===== src/hdl/dual_fifo_pkg.sv =====
// Shared constants and helper functions for the bidirectional queue pair
package dual_fifo_pkg;
	localparam int DATA_W = 36;
	localparam int DEPTH = 64;
	localparam int LEVEL_W = 7;
	localparam int BYTE_W = 9;
	localparam int HALF_W = 18;
	localparam int NBYTES = 4;
	// Preset almost-empty / almost-full offsets, chosen by the two offset selects
	localparam logic [LEVEL_W-1:0] OFFSET_SEL0 = 7'h10;
	localparam logic [LEVEL_W-1:0] OFFSET_SEL1 = 7'h0C;
	localparam logic [LEVEL_W-1:0] OFFSET_SEL2 = 7'h08;
	localparam logic [LEVEL_W-1:0] OFFSET_SEL3 = 7'h04;
	localparam logic [LEVEL_W-1:0] DEPTH_COUNT = 7'h40;
	// Port two transfer size codes; the last one selects the mailbox
	localparam logic [1:0] SIZE_LONG = 2'h0;
	localparam logic [1:0] SIZE_HALF = 2'h1;
	localparam logic [1:0] SIZE_BYTE = 2'h2;
	localparam logic [1:0] SIZE_MAIL = 2'h3;
	// Byte-order swap modes on port two
	localparam logic [1:0] SWAP_NONE = 2'h0;
	localparam logic [1:0] SWAP_REVERSE = 2'h1;
	localparam logic [1:0] SWAP_HALVES = 2'h2;
	localparam logic [1:0] SWAP_PAIRS = 2'h3;
	// Pipeline reset value: select inactive, all else low
	localparam logic [41:0] SIDE_ONE_SYNC_RST = 42'h100_0000_0000;
	localparam logic [45:0] SIDE_TWO_SYNC_RST = 46'h1000_0000_0000;
	localparam logic [2:0] LATCH_DELAY = 3'h4;

	// Every swap mode is its own inverse, so it serves both directions
	function automatic logic [DATA_W-1:0] swap_word(input logic [DATA_W-1:0] w, input logic [1:0] mode);
		logic [DATA_W-1:0] r;
		r = w;
		unique case (mode)
			SWAP_NONE: r = w;
			SWAP_REVERSE: r = {w[8:0], w[17:9], w[26:18], w[35:27]};
			SWAP_HALVES: r = {w[17:0], w[35:18]};
			SWAP_PAIRS: r = {w[26:18], w[35:27], w[8:0], w[17:9]};
		endcase
		return r;
	endfunction : swap_word

	// Replace the top bit of each byte with generated parity
	function automatic logic [DATA_W-1:0] gen_parity(input logic [DATA_W-1:0] w, input logic odd);
		logic [DATA_W-1:0] r;
		r = w;
		for (int i = 0; i < NBYTES; i++) begin
			r[i*BYTE_W+8] = (^w[i*BYTE_W +: 8]) ^ odd;
		end
		return r;
	endfunction : gen_parity

	// One bit per byte lane that fails the selected parity
	function automatic logic [NBYTES-1:0] parity_fail(input logic [DATA_W-1:0] w, input logic odd);
		logic [NBYTES-1:0] r;
		r = '0;
		for (int i = 0; i < NBYTES; i++) begin
			r[i] = (^w[i*BYTE_W +: BYTE_W]) != odd;
		end
		return r;
	endfunction : parity_fail
endpackage : dual_fifo_pkg


===== src/hdl/dual_clock_bidir_fifo_pair.sv =====
// Bidirectional queue pair with mailboxes, parity and port-two bus sizing
`timescale 1ns/1ps
module dual_clock_bidir_fifo_pair (
	input wire logic i_core_clk,
	input wire logic i_arst_n,
	input wire logic i_side_one_clock,
	input wire logic i_side_one_select_n,
	input wire logic i_side_one_enable,
	input wire logic i_side_one_write,
	input wire logic i_side_one_mailbox,
	input wire logic i_side_one_parity_gen,
	input wire logic [dual_fifo_pkg::DATA_W-1:0] i_side_one_bus,
	output logic [dual_fifo_pkg::DATA_W-1:0] o_side_one_bus,
	output logic o_side_one_bus_oe_n,
	input wire logic i_side_two_clock,
	input wire logic i_side_two_select_n,
	input wire logic i_side_two_enable,
	input wire logic i_side_two_write,
	input wire logic [1:0] i_side_two_size,
	input wire logic [1:0] i_side_two_swap,
	input wire logic i_endian_select,
	input wire logic i_side_two_parity_gen,
	input wire logic [dual_fifo_pkg::DATA_W-1:0] i_side_two_bus,
	output logic [dual_fifo_pkg::DATA_W-1:0] o_side_two_bus,
	output logic o_side_two_bus_oe_n,
	input wire logic i_odd_even,
	input wire logic i_offset_select_lo,
	input wire logic i_offset_select_hi,
	output logic o_side_one_full_flag,
	output logic o_side_one_almost_full,
	output logic o_side_one_empty_flag,
	output logic o_side_one_almost_empty,
	output logic o_side_two_full_flag,
	output logic o_side_two_almost_full,
	output logic o_side_two_empty_flag,
	output logic o_side_two_almost_empty,
	output logic o_mail_one_flag,
	output logic o_mail_two_flag,
	output logic o_side_one_parity_err_n,
	output logic o_side_two_parity_err_n
);
	import dual_fifo_pkg::*;

	logic [41:0] a_s1_r, a_s2_r;
	logic [45:0] b_s1_r, b_s2_r;
	logic [2:0] g_s1_r, g_s2_r;
	logic a_clk_s3_r, b_clk_s3_r;
	logic a_sel_n, a_en, a_wr, a_mbx, a_pg, a_edge, a_go;
	logic b_sel_n, b_en, b_wr, b_endian, b_pg, b_edge, b_go;
	logic [1:0] b_size, b_swap;
	logic [DATA_W-1:0] a_data, b_data;
	logic odd;
	logic [2:0] latch_cnt_r;
	logic [LEVEL_W-1:0] offset_r;
	logic [DATA_W-1:0] mail_one_r, mail_two_r;
	logic fwd_push, fwd_in_ready, fwd_pop, fwd_out_valid;
	logic rev_push, rev_in_ready, rev_pop, rev_out_valid;
	logic [DATA_W-1:0] fwd_out_data, rev_out_data, rev_in_data;
	logic [LEVEL_W-1:0] fwd_level, rev_level;
	logic [3:0] a_flag_s1_r, b_flag_s1_r;
	logic [1:0] b_wr_idx_r, b_rd_idx_r;
	logic [DATA_W-1:0] b_asm_r, b_asm_nxt, b_hold_r, b_hold_nxt, b_rd_out;
	logic b_last_wr, b_last_rd, b_first_rd;
	logic [NBYTES-1:0] b_lane_mask;
	logic mail_one_wr, mail_two_wr, mail_one_rd, mail_two_rd, a_q_rd, b_q_rd, b_piece_rd;

	// Every pin crosses two flip-flops before use; the clock pins become edge enables
	always_ff @(posedge i_core_clk or negedge i_arst_n) begin
		if (!i_arst_n) begin
			a_s1_r <= SIDE_ONE_SYNC_RST;
			a_s2_r <= SIDE_ONE_SYNC_RST;
			a_clk_s3_r <= 1'b0;
			b_s1_r <= SIDE_TWO_SYNC_RST;
			b_s2_r <= SIDE_TWO_SYNC_RST;
			b_clk_s3_r <= 1'b0;
			g_s1_r <= '0;
			g_s2_r <= '0;
		end else begin
			a_s1_r <= {i_side_one_clock, i_side_one_select_n, i_side_one_enable, i_side_one_write,
				i_side_one_mailbox, i_side_one_parity_gen, i_side_one_bus};
			a_s2_r <= a_s1_r;
			a_clk_s3_r <= a_s2_r[41];
			b_s1_r <= {i_side_two_clock, i_side_two_select_n, i_side_two_enable, i_side_two_write,
				i_side_two_size, i_side_two_swap, i_endian_select, i_side_two_parity_gen, i_side_two_bus};
			b_s2_r <= b_s1_r;
			b_clk_s3_r <= b_s2_r[45];
			g_s1_r <= {i_odd_even, i_offset_select_hi, i_offset_select_lo};
			g_s2_r <= g_s1_r;
		end
	end

	assign {a_sel_n, a_en, a_wr, a_mbx, a_pg, a_data} = a_s2_r[40:0];
	assign {b_sel_n, b_en, b_wr, b_size, b_swap, b_endian, b_pg, b_data} = b_s2_r[44:0];
	assign odd = g_s2_r[2];
	// Each port has its own edge enable; nothing assumes a relation between them
	assign a_edge = a_s2_r[41] & ~a_clk_s3_r;
	assign b_edge = b_s2_r[45] & ~b_clk_s3_r;
	assign a_go = a_edge & ~a_sel_n & a_en;
	assign b_go = b_edge & ~b_sel_n & b_en;

	// Offset selects are taken once, after the synchronisers have refilled
	always_ff @(posedge i_core_clk or negedge i_arst_n) begin
		if (!i_arst_n) begin
			latch_cnt_r <= '0;
			offset_r <= OFFSET_SEL0;
		end else if (latch_cnt_r != LATCH_DELAY) begin
			latch_cnt_r <= latch_cnt_r + 3'h1;
			if (latch_cnt_r == LATCH_DELAY - 3'h1) begin
				unique case (g_s2_r[1:0])
					2'h0: offset_r <= OFFSET_SEL0;
					2'h1: offset_r <= OFFSET_SEL1;
					2'h2: offset_r <= OFFSET_SEL2;
					2'h3: offset_r <= OFFSET_SEL3;
				endcase
			end
		end
	end

	queue_buffer #(.WIDTH(DATA_W), .DEPTH(DEPTH), .LEVEL_W(LEVEL_W)) forward_queue (
		.i_core_clk(i_core_clk), .i_arst_n(i_arst_n),
		.i_in_valid(fwd_push), .o_in_ready(fwd_in_ready), .i_in_data(a_data),
		.o_out_valid(fwd_out_valid), .i_out_ready(fwd_pop), .o_out_data(fwd_out_data),
		.o_level(fwd_level)
	);

	queue_buffer #(.WIDTH(DATA_W), .DEPTH(DEPTH), .LEVEL_W(LEVEL_W)) reverse_queue (
		.i_core_clk(i_core_clk), .i_arst_n(i_arst_n),
		.i_in_valid(rev_push), .o_in_ready(rev_in_ready), .i_in_data(rev_in_data),
		.o_out_valid(rev_out_valid), .i_out_ready(rev_pop), .o_out_data(rev_out_data),
		.o_level(rev_level)
	);

	// Port one transfers
	assign mail_one_wr = a_go & a_wr & a_mbx & o_mail_one_flag;
	assign mail_two_rd = a_go & ~a_wr & a_mbx;
	assign fwd_push = a_go & a_wr & ~a_mbx & o_side_one_full_flag;
	assign a_q_rd = a_go & ~a_wr & ~a_mbx & o_side_one_empty_flag & rev_out_valid;
	assign rev_pop = a_q_rd;

	// Port two: width and endian lanes follow the settings seen at this edge; swap is applied at the last write piece and the first read piece
	assign b_last_wr = (b_size == SIZE_LONG) | (b_size == SIZE_HALF && b_wr_idx_r != 2'h0) |
		(b_size == SIZE_BYTE && b_wr_idx_r == 2'h3);
	assign b_last_rd = (b_size == SIZE_LONG) | (b_size == SIZE_HALF && b_rd_idx_r != 2'h0) |
		(b_size == SIZE_BYTE && b_rd_idx_r == 2'h3);
	assign b_first_rd = b_rd_idx_r == 2'h0;
	assign mail_two_wr = b_go & b_wr & (b_size == SIZE_MAIL) & o_mail_two_flag;
	assign mail_one_rd = b_go & ~b_wr & (b_size == SIZE_MAIL);
	assign rev_push = b_go & b_wr & (b_size != SIZE_MAIL) & b_last_wr & o_side_two_full_flag;
	assign rev_in_data = swap_word(b_asm_nxt, b_swap);
	assign b_piece_rd = b_go & ~b_wr & (b_size != SIZE_MAIL) &
		(~b_first_rd | (o_side_two_empty_flag & fwd_out_valid));
	assign b_q_rd = b_piece_rd & b_first_rd;
	assign fwd_pop = b_q_rd;

	// Gather pieces; low endian select takes the upper lanes and the first piece lands high
	always_comb begin
		b_asm_nxt = b_data;
		unique case (b_size)
			SIZE_HALF: b_asm_nxt = b_endian ? {b_data[17:0], b_asm_r[35:18]} :
				{b_asm_r[17:0], b_data[35:18]};
			SIZE_BYTE: b_asm_nxt = b_endian ? {b_data[8:0], b_asm_r[35:9]} :
				{b_asm_r[26:0], b_data[35:27]};
			SIZE_LONG, SIZE_MAIL: b_asm_nxt = b_data;
		endcase
	end

	// Split a stored word into pieces on the lanes the endian select names
	always_comb begin
		logic [DATA_W-1:0] word;
		word = b_first_rd ? swap_word(fwd_out_data, b_swap) : b_hold_r;
		b_rd_out = word;
		b_hold_nxt = word;
		unique case (b_size)
			SIZE_HALF: begin
				b_rd_out = b_endian ? {18'h0, word[17:0]} : {word[35:18], 18'h0};
				b_hold_nxt = b_endian ? {18'h0, word[35:18]} : {word[17:0], 18'h0};
			end
			SIZE_BYTE: begin
				b_rd_out = b_endian ? {27'h0, word[8:0]} : {word[35:27], 27'h0};
				b_hold_nxt = b_endian ? {9'h0, word[35:9]} : {word[26:0], 9'h0};
			end
			SIZE_LONG, SIZE_MAIL: begin
				b_rd_out = word;
				b_hold_nxt = word;
			end
		endcase
	end

	always_ff @(posedge i_core_clk or negedge i_arst_n) begin
		if (!i_arst_n) begin
			b_wr_idx_r <= '0;
			b_rd_idx_r <= '0;
			b_asm_r <= '0;
			b_hold_r <= '0;
		end else begin
			if (b_go && b_wr && b_size != SIZE_MAIL) begin
				b_asm_r <= b_asm_nxt;
				b_wr_idx_r <= b_last_wr ? 2'h0 : b_wr_idx_r + 2'h1;
			end
			if (b_piece_rd) begin
				b_hold_r <= b_hold_nxt;
				b_rd_idx_r <= b_last_rd ? 2'h0 : b_rd_idx_r + 2'h1;
			end
		end
	end

	// Mailboxes; flag low means unread mail is waiting
	always_ff @(posedge i_core_clk or negedge i_arst_n) begin
		if (!i_arst_n) begin
			mail_one_r <= '0;
			mail_two_r <= '0;
			o_mail_one_flag <= 1'b1;
			o_mail_two_flag <= 1'b1;
		end else begin
			if (mail_one_wr) begin
				mail_one_r <= a_data;
			end
			if (mail_two_wr) begin
				mail_two_r <= b_data;
			end
			if (mail_one_wr) begin
				o_mail_one_flag <= 1'b0;
			end else if (mail_one_rd) begin
				o_mail_one_flag <= 1'b1;
			end
			if (mail_two_wr) begin
				o_mail_two_flag <= 1'b0;
			end else if (mail_two_rd) begin
				o_mail_two_flag <= 1'b1;
			end
		end
	end

	// Output registers and drivers; drivers are on only while selected and reading
	always_ff @(posedge i_core_clk or negedge i_arst_n) begin
		if (!i_arst_n) begin
			o_side_one_bus <= '0;
			o_side_two_bus <= '0;
			o_side_one_bus_oe_n <= 1'b1;
			o_side_two_bus_oe_n <= 1'b1;
		end else begin
			o_side_one_bus_oe_n <= a_sel_n | a_wr;
			o_side_two_bus_oe_n <= b_sel_n | b_wr;
			if (mail_two_rd) begin
				o_side_one_bus <= a_pg ? gen_parity(mail_two_r, odd) : mail_two_r;
			end else if (a_q_rd) begin
				o_side_one_bus <= a_pg ? gen_parity(rev_out_data, odd) : rev_out_data;
			end
			if (mail_one_rd) begin
				o_side_two_bus <= b_pg ? gen_parity(mail_one_r, odd) : mail_one_r;
			end else if (b_piece_rd) begin
				o_side_two_bus <= b_pg ? gen_parity(b_rd_out, odd) : b_rd_out;
			end
		end
	end

	// Parity checking only reports; it gates no transfer
	always_comb begin
		unique case (b_size)
			SIZE_HALF: b_lane_mask = b_endian ? 4'h3 : 4'hC;
			SIZE_BYTE: b_lane_mask = b_endian ? 4'h1 : 4'h8;
			SIZE_LONG, SIZE_MAIL: b_lane_mask = 4'hF;
		endcase
	end

	always_ff @(posedge i_core_clk or negedge i_arst_n) begin
		if (!i_arst_n) begin
			o_side_one_parity_err_n <= 1'b1;
			o_side_two_parity_err_n <= 1'b1;
		end else begin
			o_side_one_parity_err_n <= ~(|parity_fail(a_data, odd)) | (~a_wr & a_mbx & a_pg);
			o_side_two_parity_err_n <= ~(|(parity_fail(b_data, odd) & b_lane_mask));
		end
	end

	// Flags pass two stages clocked by the owning port edge, so they start low
	always_ff @(posedge i_core_clk or negedge i_arst_n) begin
		if (!i_arst_n) begin
			a_flag_s1_r <= '0;
			{o_side_one_full_flag, o_side_one_almost_full, o_side_one_empty_flag, o_side_one_almost_empty} <= '0;
		end else if (a_edge) begin
			a_flag_s1_r <= {fwd_in_ready, (DEPTH_COUNT - fwd_level) > offset_r,
				rev_out_valid, rev_level > offset_r};
			{o_side_one_full_flag, o_side_one_almost_full, o_side_one_empty_flag, o_side_one_almost_empty}
				<= a_flag_s1_r;
		end
	end

	always_ff @(posedge i_core_clk or negedge i_arst_n) begin
		if (!i_arst_n) begin
			b_flag_s1_r <= '0;
			{o_side_two_full_flag, o_side_two_almost_full, o_side_two_empty_flag, o_side_two_almost_empty} <= '0;
		end else if (b_edge) begin
			b_flag_s1_r <= {rev_in_ready, (DEPTH_COUNT - rev_level) > offset_r,
				fwd_out_valid, fwd_level > offset_r};
			{o_side_two_full_flag, o_side_two_almost_full, o_side_two_empty_flag, o_side_two_almost_empty}
				<= b_flag_s1_r;
		end
	end

	a_queue_depth: assert property (@(posedge i_core_clk) disable iff (!i_arst_n)
		fwd_level <= DEPTH_COUNT && rev_level <= DEPTH_COUNT) else $error("queue level above depth");
	a_push_on_edge: assert property (@(posedge i_core_clk) disable iff (!i_arst_n)
		(fwd_push || rev_push) |-> (a_edge || b_edge)) else $error("push outside a port clock edge");
	a_select_gate: assert property (@(posedge i_core_clk) disable iff (!i_arst_n)
		(fwd_push || rev_pop || mail_one_wr) |-> !a_s2_r[40]) else $error("port one moved while deselected");
	a_enable_gate: assert property (@(posedge i_core_clk) disable iff (!i_arst_n)
		(fwd_push || rev_pop) |-> a_s2_r[39]) else $error("port one moved while disabled");
	a_drive_off: assert property (@(posedge i_core_clk) disable iff (!i_arst_n)
		a_s2_r[40] |=> o_side_one_bus_oe_n) else $error("port one driving while deselected");
	a_full_stage: assert property (@(posedge i_core_clk) disable iff (!i_arst_n)
		$rose(o_side_one_full_flag) |-> $past(a_edge) && $past(a_flag_s1_r[3])) else $error("full flag skipped stage");
	a_empty_two_edges: assert property (@(posedge i_core_clk) disable iff (!i_arst_n)
		$rose(o_side_two_empty_flag) |-> $past(b_edge) && $past(fwd_out_valid, 2)) else $error("empty flag rose early");
	a_mail_flag: assert property (@(posedge i_core_clk) disable iff (!i_arst_n)
		mail_one_wr |=> !o_mail_one_flag && mail_one_r == $past(a_data)) else $error("mail one not stored");
	a_almost_empty: assert property (@(posedge i_core_clk) disable iff (!i_arst_n)
		b_edge && b_flag_s1_r[0] |=> o_side_two_almost_empty) else $error("almost empty not passed on");
	a_parity_gen: assert property (@(posedge i_core_clk) disable iff (!i_arst_n)
		a_q_rd && a_pg |=> o_side_one_bus == gen_parity($past(rev_out_data), $past(odd))) else $error("bad generated parity");
	a_byte_lane: assert property (@(posedge i_core_clk) disable iff (!i_arst_n)
		b_piece_rd && b_size == SIZE_BYTE && !b_endian && !b_pg |=> o_side_two_bus[26:0] == 27'h0)
		else $error("byte read off upper lane");

	c_forward_word: cover property (@(posedge i_core_clk) disable iff (!i_arst_n) fwd_push ##[1:200] fwd_pop);
	c_byte_write: cover property (@(posedge i_core_clk) disable iff (!i_arst_n) rev_push && b_size == SIZE_BYTE);
	c_mail_round: cover property (@(posedge i_core_clk) disable iff (!i_arst_n) mail_one_wr ##[1:200] mail_one_rd);
	c_forward_full: cover property (@(posedge i_core_clk) disable iff (!i_arst_n) !fwd_in_ready);
endmodule : dual_clock_bidir_fifo_pair


===== src/hdl/queue_buffer.sv =====
// Single-clock first-in first-out buffer with valid/ready on both sides and a fill level
`timescale 1ns/1ps
module queue_buffer #(
	parameter int WIDTH = 36,
	parameter int DEPTH = 8,
	parameter int LEVEL_W = 4
) (
	input wire logic i_core_clk,
	input wire logic i_arst_n,
	input wire logic i_in_valid,
	output logic o_in_ready,
	input wire logic [WIDTH-1:0] i_in_data,
	output logic o_out_valid,
	input wire logic i_out_ready,
	output logic [WIDTH-1:0] o_out_data,
	output logic [LEVEL_W-1:0] o_level
);
	localparam int PTR_W = $clog2(DEPTH);
	localparam logic [LEVEL_W-1:0] FULL_LEVEL = LEVEL_W'(DEPTH);

	logic [WIDTH-1:0] mem_r [DEPTH];
	logic [PTR_W-1:0] wr_ptr_r;
	logic [PTR_W-1:0] rd_ptr_r;
	logic [LEVEL_W-1:0] level_r;
	logic push;
	logic pop;

	assign o_in_ready = level_r != FULL_LEVEL;
	assign o_out_valid = level_r != '0;
	assign o_out_data = mem_r[rd_ptr_r];
	assign o_level = level_r;
	assign push = i_in_valid & o_in_ready;
	assign pop = i_out_ready & o_out_valid;

	always_ff @(posedge i_core_clk) begin
		if (push) begin
			mem_r[wr_ptr_r] <= i_in_data;
		end
	end

	always_ff @(posedge i_core_clk or negedge i_arst_n) begin
		if (!i_arst_n) begin
			wr_ptr_r <= '0;
			rd_ptr_r <= '0;
			level_r <= '0;
		end else begin
			if (push) begin
				wr_ptr_r <= wr_ptr_r + PTR_W'(1);
			end
			if (pop) begin
				rd_ptr_r <= rd_ptr_r + PTR_W'(1);
			end
			if (push && !pop) begin
				level_r <= level_r + LEVEL_W'(1);
			end else if (pop && !push) begin
				level_r <= level_r - LEVEL_W'(1);
			end
		end
	end
endmodule : queue_buffer


===== config.mk =====
export PLATFORM = sky130hd
export DESIGN_NAME = dual_clock_bidir_fifo_pair
export DESIGN_NICKNAME = d
export VERILOG_FILES = /design/src/hdl/dual_fifo_pkg.sv /design/src/hdl/dual_clock_bidir_fifo_pair.sv /design/src/hdl/queue_buffer.sv
export SDC_FILE = /design/constraint.sdc
export NUM_CORES = 2
export LEC_CHECK = 0
export BUFFER_PORTS_ARGS = -buffer_cell sky130_fd_sc_hd__buf_2
export CAP_MARGIN = 20
export CORE_MARGIN = 1.5
export CORE_UTILIZATION = 60
export CTS_CLUSTER_SIZE = 14
export DETAILED_ROUTE_END_ITERATION = 8
export PLACE_DENSITY = 0.76
export SYNTH_ARGS = -nofsm -noshare
export SYNTH_HDL_FRONTEND = slang
export SYNTH_HIERARCHICAL = 1
export SYNTH_MEMORY_MAX_BITS = 65536
export SYNTH_SLANG_ARGS = --single-unit

===== constraint.sdc =====
create_clock -name i_core_clk -period 8.25 [get_ports i_core_clk]
set_input_delay 2.0625 -clock i_core_clk [delete_from_list [all_inputs] [get_ports i_core_clk]]
set_output_delay 2.0625 -clock i_core_clk [all_outputs]
set_load 0.02 [all_outputs]

==> results.txt <==
Counting flops with a built-in enable in the synthesized netlist gives 4608. The cell area power density came out at 277 mW/mm^2. For this run, the slowest stage of the critical path takes 1180 ps. The first-pass detailed-route iteration total came out at 6. The average detailed-routed wire length per instance is 37.8 um. The max-cap check violation count is 0. The most common cell in the synthesized netlist is sky130_fd_sc_hd__edfxtp_1.

At the pin with the least slew margin, the transition time is 1400 ps. The initial standard-cell utilization of the core came out at 0.603. The worst-case IR drop observed on VDD is 0.231 mV.

In this run the critical register-to-register path is launched from forward_queue/rd_ptr_r[0]. For this run, the share of the core covered by cells in the final layout is 0.675. The share of the clock period used by the worst path came out at 0.812. The critical path goes through buf_12, buf_4, buf_4, mux4_2, mux4_2, o21ai_0, a21oi_1, mux4_1, mux2i_1, xnor2_1, xnor2_1, or3_1, a41o_1, a211oi_1, nor2_1. The required time of the critical path is 9130 ps. The average instance area after synthesis came out at 20.6 um^2. The kind of cell with the highest combined delay along the critical path is multiplexers. Counting every sink on the clock net gives 5078. The number of buffers added for setup after CTS came out at 0. From synthesis to final layout, the design area changed by 11.9%. The most critical setup path has its startpoint at forward_queue/rd_ptr_r[0]. The top-level I/O count is 179.

The via count normalized by instance count came out at 7.09. Measured against its own limit, the worst slew margin works out to 0.0659. The number of antenna violations at the first check in global routing came out at 42.

On the final layout, the worst clock skew is 77.4 ps. Subtracting the final worst setup slack from the clock period gives 6700 ps. The die outline height is 579 um.

The number of clock buffers added by TritonCTS is 479. Leaving out filler cells and counting taps, the final layout contains 15.0k. The minimum setup slack in the final design came out at 1550 ps. Synthesis produced a netlist with a net count of 9803. The clock reaches the later pin of the worst-skew pair after 1020 ps. After the last flow step, the layout net total stands at 10.3k. The weighted congestion at the end of routability-driven global placement came out at 0.928. After global routing the overflow that remains totals 0. The post-synthesis async set-or-reset flop share is 0.0926. The area of the core region came out at 0.330 mm^2. The worst-case clock buffer depth is 4. The flop-to-flop setup slack is 1550 ps. STA classifies the critical path endpoint as a flop. The number of cells upsized or downsized after cts came out at 0. Detailed routing inserted a total of 106k vias.

The share of layout cells above drive strength 1 came out at 0.266. The register area came out at 0.150 mm^2. The total of fill cells in the finished design came out at 19.8k.

The maximum fanout count along the critical path came out at 39. The run finished with clean final reports. The overall global routing resource usage is 0.338. Together, buffers and inverters on the worst path number 3. The min-delay analysis places its worst path in the category flop to flop. The worst setup path is launched from a flop.

The full die area is 0.335 mm^2. Counting tap cells, the placed design contains a total of 14.1k instances. The tree is rooted in a sky130_fd_sc_hd__clkbuf_16. The synthesized design contains 5078 register bits. The overall routed net length is 566000 um. The post-layout total power is 61.8 mW. Setup repair after global routing left no endpoint under its margin. Summing all multi-input logic gate instances after layout gives 0.0472 mm^2. The number of I/O port buffers is 178. The area share of the leading cell type in the synthesized netlist is 0.695.

The largest net degree at the start of global routing came out at 135. Summed over all nets, the half-perimeter wirelength after detailed placement is 315000 um. The critical path is of the flop to flop type. The row count came out at 211.

By area the synthesized netlist is led by sky130_fd_sc_hd__edfxtp_1 70%, sky130_fd_sc_hd__mux4_2 13%, sky130_fd_sc_hd__dfrtp_1 5.8%. The global-route wire length before repair is 790000 um. The minimum setup slack after placement came out at 1790 ps. The quantity of hold-fixing buffers added after cts came out at 0. Clock-pin slew was measured on the worst setup and hold paths at 70 ps. Among all stages on the critical path, the largest delay is contributed by sky130_fd_sc_hd__dfrtp_4. The number of warning messages in the yosys log is 6. The netlist uses 79 different library cells. STA puts the critical path data arrival time at 7580 ps. The die is 579 um wide. Summed over all cells, the static leakage comes to 70.4 nW. The number of design rule violations left after detail routing is 0. The final number of setup-violating endpoints is 0. Summed over all failing endpoints, the final setup total negative slack is 0 ps. Based on the critical path, the design can be clocked at up to 149 MHz.

The synthesized design spends more area on one cell type than any other, namely sky130_fd_sc_hd__edfxtp_1. The number of endpoints with negative hold slack in the final report is 0. In this run the most critical hold path is launched from a_s1_r[32]. The final-report max-slew violation count came out at 0.

The cell count after synthesis came out at 9665. The H-tree depth is 5. The final antenna-violating net count is 0.

The initial DRC count is 18.8k. The sequential share of the synthesized area is 0.754. The number of global-route vias before repair is 106k. The prevailing post-synth register cell is sky130_fd_sc_hd__edfxtp_1. After synthesis, the most frequently instantiated cells are 4608 x sky130_fd_sc_hd__edfxtp_1, 1115 x sky130_fd_sc_hd__mux4_2, 541 x sky130_fd_sc_hd__mux2i_1. The clock tree from TritonCTS is done. The cell area after synthesis came out at 0.199 mm^2.
[cells by family after synthesis]
group | share of synthesized area
AO/OA/AOI/OAI | 0.0339
XOR/XNOR | 0.00981
adder cells (fa/ha/maj) | 0.00290
buffers and inverters | 0.0165
flip-flops | 0.754
multiplexers | 0.163
AND/OR/NAND/NOR | 0.0193
[cell usage in the layout (no fill, tap or decap), drive strengths merged, types with 9 or more instances in the layout]
master	synthesis	final
nand3	33	33
xnor2	175	175
nor2b	29	29
bufinv	0	39
o21ai	181	181
a221o	17	17
o21a	10	10
clkinvlp	0	12
a2111oi	35	35
a31oi	56	56
and2	9	9
o221ai	76	76
a22oi	101	101
a211oi	30	30
a21oi	159	159
clkbuf	199	614
nor3	27	27
inv	66	82
or2	14	14
nand2b	34	34
a221oi	81	81
diode	0	14
edfxtp	4608	4608
or3	10	10
clkinv	2	205
o22ai	130	130
xor2	48	48
mux2i	548	548
nand2	340	340
mux4	1119	1119
and3	15	15
a211o	19	19
mux2	158	158
o31ai	20	20
nor2	354	354
buf	341	574
ha	43	43
dfstp	11	11
dfrtp	459	459
[metrics by stage]
stage	instance area, um^2	hold slack (ps)
6_report	223000	327
5_1_grt	223000	333
4_1_cts	223000	334
3_5_place_dp	207000	335
3_3_place_gp	207000	332
2_1_floorplan	199000	331
[worst paths after layout]
kind                                             end  cells past startpoint
max reg2reg                       o_side_two_bus[17]                     15
max in group asynchronous  reverse_queue/rd_ptr_r[2]                      3
max                               o_side_two_bus[17]                     15
min reg2reg                               a_s2_r[32]                      0
min                                       a_s2_r[32]                      0
min in group asynchronous                 a_s1_r[12]                      1
[registers in the layout, indices dropped and copies added (netlist names), 6 cells and up]
register	flops
o_side_one_bus	36
a_s2_r	42
reverse_queue/wr_ptr_r	6
b_s2_r	46
reverse_queue/rd_ptr_r	6
o_side_two_bus	36
b_s1_r	46
mail_two_r	36
reverse_queue/o_level	7
a_s1_r	42
reverse_queue/mem_r	2304
b_asm_r	36
forward_queue/mem_r	2304
mail_one_r	36
forward_queue/wr_ptr_r	6
forward_queue/o_level	7
forward_queue/rd_ptr_r	6
b_hold_r	36
[per-layer routing]
layer | track usage | wire length (um)
met5 | 0 | 109
met4 | 0.135 | 26900
met3 | 0.117 | 92100
met2 | 0.509 | 256000
met1 | 0.460 | 191000
[final cells by class]
class | instances | share of cell area
clock inverter | 270 | 0.0111
antenna | 14 | 0.000157
sequential | 5078 | 0.674
clock buffer | 610 | 0.0575
timing repair buffer | 579 | 0.0194
inverter | 68 | 0.00117
tap | 4366 | 0.0245
multi-input combinational | 3979 | 0.212
[report_power, final]
part,switching (mW),total (mW),internal (mW)
Combinational,6.03,10.7,4.72
Clock,9.50,21.7,12.2
Sequential,0.562,29.4,28.8
No activity file was read; power rests on OpenSTA's default activity.
